File: config.mk
export PLATFORM = sky130hd
export DESIGN_NAME = sleep_state_error_mask
export DESIGN_NICKNAME = d
export VERILOG_FILES = /design/src/design/sleep_mask_pkg.sv /design/src/design/mask_reg.sv /design/src/design/sleep_state_error_mask.sv
export SDC_FILE = /design/constraint.sdc
export NUM_CORES = 1
export LEC_CHECK = 0
export ABC_CLOCK_PERIOD_IN_PS = 2800
export BUFFER_PORTS_ARGS = -buffer_cell sky130_fd_sc_hd__buf_2
export CAP_MARGIN = 20
export CORE_UTILIZATION = 51
export CTS_CLUSTER_DIAMETER = 100
export CTS_CLUSTER_SIZE = 16
export DETAILED_ROUTE_END_ITERATION = 6
export GPL_TIMING_DRIVEN = 1
export PLACE_DENSITY = 0.84
export SLEW_MARGIN = 20
export SYNTH_ARGS = -nofsm -noshare
export SYNTH_HDL_FRONTEND = slang
export SYNTH_SLANG_ARGS = --single-unit
File: constraint.sdc
create_clock -name clk -period 2.8 [get_ports clk]
set_input_delay 0 -clock clk [delete_from_list [all_inputs] [get_ports clk]]
set_output_delay 0 -clock clk [all_outputs]
set_load 0.01 [all_outputs]
File: src/design/sleep_mask_pkg.sv
// Package with register map, reset values and carrier types of the sleep-state error mask bank.
package sleep_mask_pkg;

   localparam logic [7:0] S3_ANALOG_TEMP_OFFSET  = 8'he9;
   localparam logic [7:0] S45_INPUT_OFFSET       = 8'hea;
   localparam logic [7:0] S45_ANALOG_TEMP_OFFSET = 8'heb;

   localparam logic [7:0] ANALOG_TEMP_RESET      = 8'h07;
   localparam logic [7:0] INPUT_MASK_RESET       = 8'hff;
   localparam logic [7:0] ANALOG_TEMP_WRITABLE   = 8'h0f;

   // Field positions inside the analog/temperature mask registers.
   localparam int ANALOG12_BIT  = 0;
   localparam int ANALOG13_BIT  = 1;
   localparam int ANALOG14_BIT  = 2;
   localparam int ZONE_TEMP_BIT = 3;

   // Sleep state reported by the power manager.
   typedef enum logic [1:0] {
      SLEEP_AWAKE,
      SLEEP_S1,
      SLEEP_S3,
      SLEEP_S45
   } sleep_state_e;

   // Raw error events of the sources that these masks cover.
   typedef struct packed {
      logic [7:0] generalPurposeInput;
      logic [2:0] analogInput;
      logic [1:0] zoneTemp;
      logic [1:0] zoneDiodeFault;
   } error_events_s;

   // Register write/read request from the serial host interface.
   typedef struct packed {
      logic       writeEn;
      logic       readEn;
      logic [7:0] addr;
      logic [7:0] wdata;
   } reg_req_s;

endpackage : sleep_mask_pkg

File: src/design/mask_reg.sv
// One byte-wide mask register with a reset value and a mask of writable bits.
`timescale 1ns/100ps
module mask_reg
   import sleep_mask_pkg::*;
#(
   parameter logic [7:0] RESET_VALUE = 8'h00,
   parameter logic [7:0] WRITABLE    = 8'hff
) (
   input  wire logic       clk,
   input  wire logic       rstn,
   input  wire logic       wrEn,
   input  wire logic [7:0] wdata,
   output logic      [7:0] value
);

   // Bits outside WRITABLE load zero on every write, whatever wdata holds.
   always_ff @(posedge clk or negedge rstn) begin
      if (!rstn) begin
         value <= RESET_VALUE;
      end else if (wrEn) begin
         value <= wdata & WRITABLE;
      end
   end

endmodule : mask_reg

File: src/design/sleep_state_error_mask.sv
// Sleep-state error mask bank: three mask registers and the masking of error events.
//
// Function
// - S3 analog bits 0-2 suppress analog inputs twelve to fourteen errors in S3.
// - S3 analog bit 3 suppresses zone 1/2 temperature and diode faults in S3.
// - S4/S5 input bit n suppresses general-purpose input n errors in S4/S5.
// - S4/S5 analog bits 0-2 suppress analog inputs twelve to fourteen in S4/S5.
// - S4/S5 analog bit 3 suppresses zone 1/2 temperature and diode faults there.
// - Both analog/temperature registers reset to 07h; upper bits reserved, read-only.
// - S4/S5 input mask register resets to FFh.
//
// The bank sits between the raw limit comparators and the error status logic.
// Every error event passes through one register stage, so a status bit sees it
// one clock after the comparator raised it. The extra cycle is cheap and keeps
// every port on a flip-flop, which eases timing towards the status registers.
//
// A mask only bites while the power manager reports its own sleep state. While
// awake or in S1 every event passes untouched, whatever the masks hold, so
// software may load the sleep masks long before the system goes to sleep.
//
// The temperature bit of each analog register masks both zones together, and
// masks the temperature limit errors and the diode faults alike. There is no
// way to mask one zone alone in a sleep state; the general masks do that.
//
// Reserved bits of the analog registers reset to zero and load zero on every write, so they read
// zero and a write of ones to them leaves no trace.
`timescale 1ns/100ps
module sleep_state_error_mask
   import sleep_mask_pkg::*;
(
   input  wire logic          clk,
   input  wire logic          rstn,
   input  wire reg_req_s      regReq,
   input  wire sleep_state_e  sleepState,
   input  wire error_events_s errorIn,
   output error_events_s      errorOut,
   output logic [7:0]         rdata,
   output logic               rdataValid
);

   logic [7:0]    s3AnalogTemp;
   logic [7:0]    s45Input;
   logic [7:0]    s45AnalogTemp;
   logic [7:0]    rdata_nxt;
   error_events_s errorOut_nxt;
   error_events_s suppress;
   wire           inS3  = (sleepState == SLEEP_S3);
   wire           inS45 = (sleepState == SLEEP_S45);

   // Address decode of the three write strobes.
   // A write and a read in the same cycle read the old value, as the read mux
   // looks at the register outputs before the edge loads them.
   wire wrS3A  = regReq.writeEn && (regReq.addr == S3_ANALOG_TEMP_OFFSET);
   wire wrS45I = regReq.writeEn && (regReq.addr == S45_INPUT_OFFSET);
   wire wrS45A = regReq.writeEn && (regReq.addr == S45_ANALOG_TEMP_OFFSET);

   mask_reg #(.RESET_VALUE(ANALOG_TEMP_RESET), .WRITABLE(ANALOG_TEMP_WRITABLE)) s3AnalogTempReg (
      .clk   (clk),
      .rstn  (rstn),
      .wrEn  (wrS3A),
      .wdata (regReq.wdata),
      .value (s3AnalogTemp)
   );

   mask_reg #(.RESET_VALUE(INPUT_MASK_RESET), .WRITABLE(8'hff)) s45InputReg (
      .clk   (clk),
      .rstn  (rstn),
      .wrEn  (wrS45I),
      .wdata (regReq.wdata),
      .value (s45Input)
   );

   mask_reg #(.RESET_VALUE(ANALOG_TEMP_RESET), .WRITABLE(ANALOG_TEMP_WRITABLE)) s45AnalogTempReg (
      .clk   (clk),
      .rstn  (rstn),
      .wrEn  (wrS45A),
      .wdata (regReq.wdata),
      .value (s45AnalogTemp)
   );

   // Read mux; unmapped addresses read zero, and reserved bits always hold zero.
   assign rdata_nxt = (regReq.addr == S3_ANALOG_TEMP_OFFSET)  ? s3AnalogTemp :
                      (regReq.addr == S45_INPUT_OFFSET)       ? s45Input :
                      (regReq.addr == S45_ANALOG_TEMP_OFFSET) ? s45AnalogTemp : 8'h00;

   // Suppression terms; a mask only bites in its own sleep state.
   assign suppress.generalPurposeInput = inS45 ? s45Input : 8'h00;
   assign suppress.analogInput = inS3  ? s3AnalogTemp[ANALOG14_BIT:ANALOG12_BIT] :
                                 inS45 ? s45AnalogTemp[ANALOG14_BIT:ANALOG12_BIT] : 3'h0;
   assign suppress.zoneTemp = {2{(inS3 && s3AnalogTemp[ZONE_TEMP_BIT])
                               || (inS45 && s45AnalogTemp[ZONE_TEMP_BIT])}};
   assign suppress.zoneDiodeFault = suppress.zoneTemp;
   assign errorOut_nxt = errorIn & ~suppress;

   // Outputs registered so that every port comes straight from a flip-flop.
   always_ff @(posedge clk or negedge rstn) begin
      if (!rstn) begin
         errorOut   <= '0;
         rdata      <= 8'h00;
         rdataValid <= 1'b0;
      end else begin
         errorOut   <= errorOut_nxt;
         rdata      <= rdata_nxt;
         rdataValid <= regReq.readEn;
      end
   end
endmodule : sleep_state_error_mask

=== After elaboration in Yosys (flattened, before gate mapping) ===
Index checks and enable logic that the tools add are counted.

* Output and inout port bits: 24
* Logic and storage cells: 28
* Memories kept: 0
* Input port bits: 37
* RAM bits: 0
* Latch bits: 0
* Bits in read-only memories: 0
* Flip-flop bits (word level): 40

* Div/mod/pow operators: 0
* Multiplexer cells: 6
* $add $sub $neg: 0
* Multiply operators: 0
* $lt $le $gt $ge: 0
* Bitwise logic cells: 2
* Equality and inequality tests: 5
* Reduce and logical (&&, ||, !) cells: 6
* Shift operators: 0

{| class="wikitable"
|+ Operator list
! cell !! number
|-
| 8-bit == test, second input constant || 3
|-
| 8-bit two-way mux || 3
|-
| 15-bit AND || 1
|-
| 15-bit inverter || 1
|-
| 3-bit two-way mux || 2
|-
| 1-bit logical AND || 5
|-
| 2-bit == test, second input constant || 2
|-
| 4-bit two-way mux || 1
|-
| 1-bit logical OR || 1
|}

=== Depth between registers and ports, before layout ===
* Depth after elaboration: 5
* Depth in mapped cells: 5
* Mapped depth without buffers: 3

=== Modules after synthesis ===
From an unflattened synthesis, not the netlist that was laid out.

* Cell total of the unflattened synthesis: 125
* Area total of the unflattened synthesis: 1750.4 sq um

{| class="wikitable"
|+ Modules (own cells, without submodules)
! module !! seq. area each (sq um) !! area an instance (sq um) !! cells each !! instances
|-
| sleep_state_error_mask || 600.6 || 1043.5 || 82 || 1
|-
| mask_reg at s3AnalogTempReg ... || 103.8 || 182.7 || 13 || 2
|-
| mask_reg at s45InputReg || 210.2 || 341.6 || 17 || 1
|}

=== Worst setup path after synthesis ===
OpenSTA, ideal clock, no wires.

* Path type: in2reg
* From: input port regReq[12] (netlist name)
* To: register s45AnalogTempReg.value[3]
* Required time: 2.675 ns
* Stages: 4
* Library setup time: 0.125 ns
* Data arrival time: 1.168 ns
* Slack: 1.507 ns
* Buffers on the path: 1
* Cells stage by stage: nand4bb_4 or4_1 buf_2 mux2_4

* Longest elaborated chain between the ends: 2

{| class="wikitable"
|+ RTL lines
! item !! RTL line !! text
|-
| from (decl) || sleep_state_error_mask.sv:33 || <nowiki>input wire reg_req_s regReq,</nowiki>
|-
| 8-bit == test || sleep_state_error_mask.sv:55 || <nowiki>wire wrS45A = regReq.writeEn && (regReq.addr == S45_ANALOG_TEMP_OFFSET);</nowiki>
|-
| 1-bit logical AND || sleep_state_error_mask.sv:55 ||
|-
| to (signal assigned) || mask_reg.sv:21 || <nowiki>value <= wdata & WRITABLE;</nowiki>
|-
| to (decl) || mask_reg.sv:13 || <nowiki>output logic [7:0] value</nowiki>
|}

Every way passes these cells.
A chain may end at the register's enable or synchronous reset.

==> results.sh <==
export IMPL_slew_headroom_pct=45.69
export IMPL_tritoncts="built"
export IMPL_io_buffers=60
export IMPL_status="completed"
export IMPL_vias_per_cell=4.808
export IMPL_drtIter0Drc=24
export IMPL_setup_tns_ns=0
export IMPL_clock_fmax_mhz=665.1
export IMPL_grt_pass1_vias=1285
export IMPL_clk_latency_ns=0.34
export IMPL_grt_max_degree=41
export IMPL_power_leakage_nw=1.106
export IMPL_grt_pass1_wl_um=5837
export IMPL_core_um2=3028
export IMPL_grtUsageTotal_pct=23.93
export IMPL_end_kind="flip-flop"
export IMPL_post_cts_buffers=0
export IMPL_antenna_found_initial=0
export IMPL_cp_max_fo=3
export IMPL_avgSynthCellArea_um2=14.62
export IMPL_cts_reportedPaths_clkPinSlew_ns=0.10
export IMPL_htree_levels=2
export IMPL_hpwlAfterDp_um=2321
export IMPL_dp_slack_ns=1.312
export IMPL_synth_top_area_share_pct=40.47
export IMPL_cts_buffers=5
export IMPL_fp_dieH_um=58.15
export IMPL_crit_path_start_kind="flip-flop"
export IMPL_gp_congestion=0.8116
export IMPL_final_common_cell="buf_2"
export IMPL_die_x_um=58.15
export IMPL_vdd_ir_drop_max_v=0.0003751
export IMPL_start_util_pct=53.10
export IMPL_yosys_warnings=0
export IMPL_timing_final_ws_setup_ns=1.296
export IMPL_ant_nets=0
export IMPL_mostFrequentLayoutCells="buf_2, dlygate4sd3_1, dfrtp_1"
export IMPL_drc=0
export IMPL_ctsHoldBuffers=28
export IMPL_drive_gt1_share_pct=54.23
export IMPL_cts_sinks=40
export IMPL_dieArea_um2=3381
export IMPL_grt_overflow=0
export IMPL_drv_cap=0
export IMPL_cts_resized=0
export IMPL_period_share_pct=53.70
export IMPL_synthCells=110
export IMPL_finalPower_mw=1.047
export IMPL_ys_types=21
export IMPL_cp_arrival_ns=1.78
export IMPL_first_pass_iters=6
export IMPL_avgRoutedWirePerCell_um=14.52
export IMPL_dp_cells=209
export IMPL_fin_area_um2=2282
export IMPL_timing_final_hold_violations=0
export IMPL_power_density_nw_per_um2=458.9
export IMPL_slew_violations=0
export IMPL_ys_seq_area_share_pct=63.35
export IMPL_hp_class="in2reg"
export IMPL_finalCriticalPeriod_ns=1.504
export IMPL_dpl_cell_area_um2=1941
export IMPL_synth_area_um2=1608
export IMPL_yosysTopAreaCell="dfrtp_1"
export IMPL_finalWirelength_um=3557
export IMPL_cts_root_buf="clkbuf_4"
export IMPL_fin_worst_skew_ns=0.008327
export IMPL_n_antenna_cell=0
export IMPL_area_growth_pct=41.95
export IMPL_grt_setup_unrepaired="no"
export IMPL_ios=61
export IMPL_nets=237
export IMPL_synthTopCellsByArea="dfrtp_1, dfstp_2, mux2_2"
export IMPL_worst_pin_slew_ns=0.8146
export IMPL_vias=1178
export IMPL_synth_seq_cells=40
export IMPL_critical_path_class="reg2reg"
export IMPL_cp_required_ns=3.08
export IMPL_finalSetupViolCount=0
export IMPL_final_cells=245
export IMPL_syn_nets=147
export IMPL_clk_path_buf_depth=2
export IMPL_rows=20
-- kinds of logic (layout without fill, tap and decap cells) --
family	Yosys count	in the layout	share of synthesized area, %
simple gates	24	24	10.04
buf+inv	7	98	1.868
flops	40	40	63.35
compound gates	15	15	7.004
mux	24	24	17.74
-- critical path: stages (launching register included) --
cell and delay, ns:
dfstp_2 0.40, mux2_2 0.25, a21boi_0 0.22, dlygate4sd3_1 0.58
-- state kept, by name, summed over array words and instances, names as in the netlist --
name,flops
errorOut,15
rdata,8
s45InputReg.value,8
s3AnalogTempReg.value,4
s45AnalogTempReg.value,4
rdataValid,1
-- Yosys cell counts (all sizes together) --
master	n
buf	2
mux2	24
or4	1
nor2b	1
nand4b	1
or2	1
a22oi	4
dfrtp	26
inv	2
dfstp	14
or3	1
nand2	3
nor2	5
nor4	1
nand4bb	1
and2	9
a21boi	11
clkbuf	3
-- power by group --
group | total, mW | switching [mW] | internal (mW)
clock | 0.294 | 0.175 | 0.120
combinational | 0.132 | 0.0549 | 0.0772
sequential | 0.621 | 0.0126 | 0.608
total | 1.05 | 0.242 | 0.805
-- per-layer routing --
metal	global-route usage [%]	up-vias	routed length (um)
met3	7.143	2	157
met2	42.04	37	1959
met1	27.57	576	1415
met4	8.844	0	25
li1	-	563	-
met5	0	-	0
-- area by class of cell --
cell class / count / area (um2)
Sequential cell: 40 / 1018
Fill cell: 187 / 745.7
Timing Repair Buffer: 88 / 580.6
Multi-Input combinational cell: 63 / 559.3
Tap cell: 44 / 55.05
Clock buffer: 6 / 51.30
Clock inverter: 2 / 10.01
Inverter: 2 / 7.507
-- metrics by stage --
step                hold slack [ns]  utilization (%)
global placement             0.1088            64.09
global route                0.05177            75.37
CTS                         0.02251            75.37
floorplan                   -0.2956                -
detailed placement           0.1124            64.09
finish                      0.03272            75.37
-- path summary, 6_finish.rpt --
check	startpoint	to	slack, ns	cells past startpoint
hold / removal	regReq[9]	rdata[0]	0.03	3
min in group asynchronous	rstn	errorOut[10]	0.28	2
hold reg to reg	s45InputReg.value[6]	rdata[6]	0.54	1
setup reg to reg	s45AnalogTempReg.value[1]	errorOut[5]	1.30	3
setup / recovery	s45AnalogTempReg.value[1]	errorOut[5]	1.30	3
max in group asynchronous	rstn	rdata[1]	2.00	2
(Power assumes the default switching activity.)
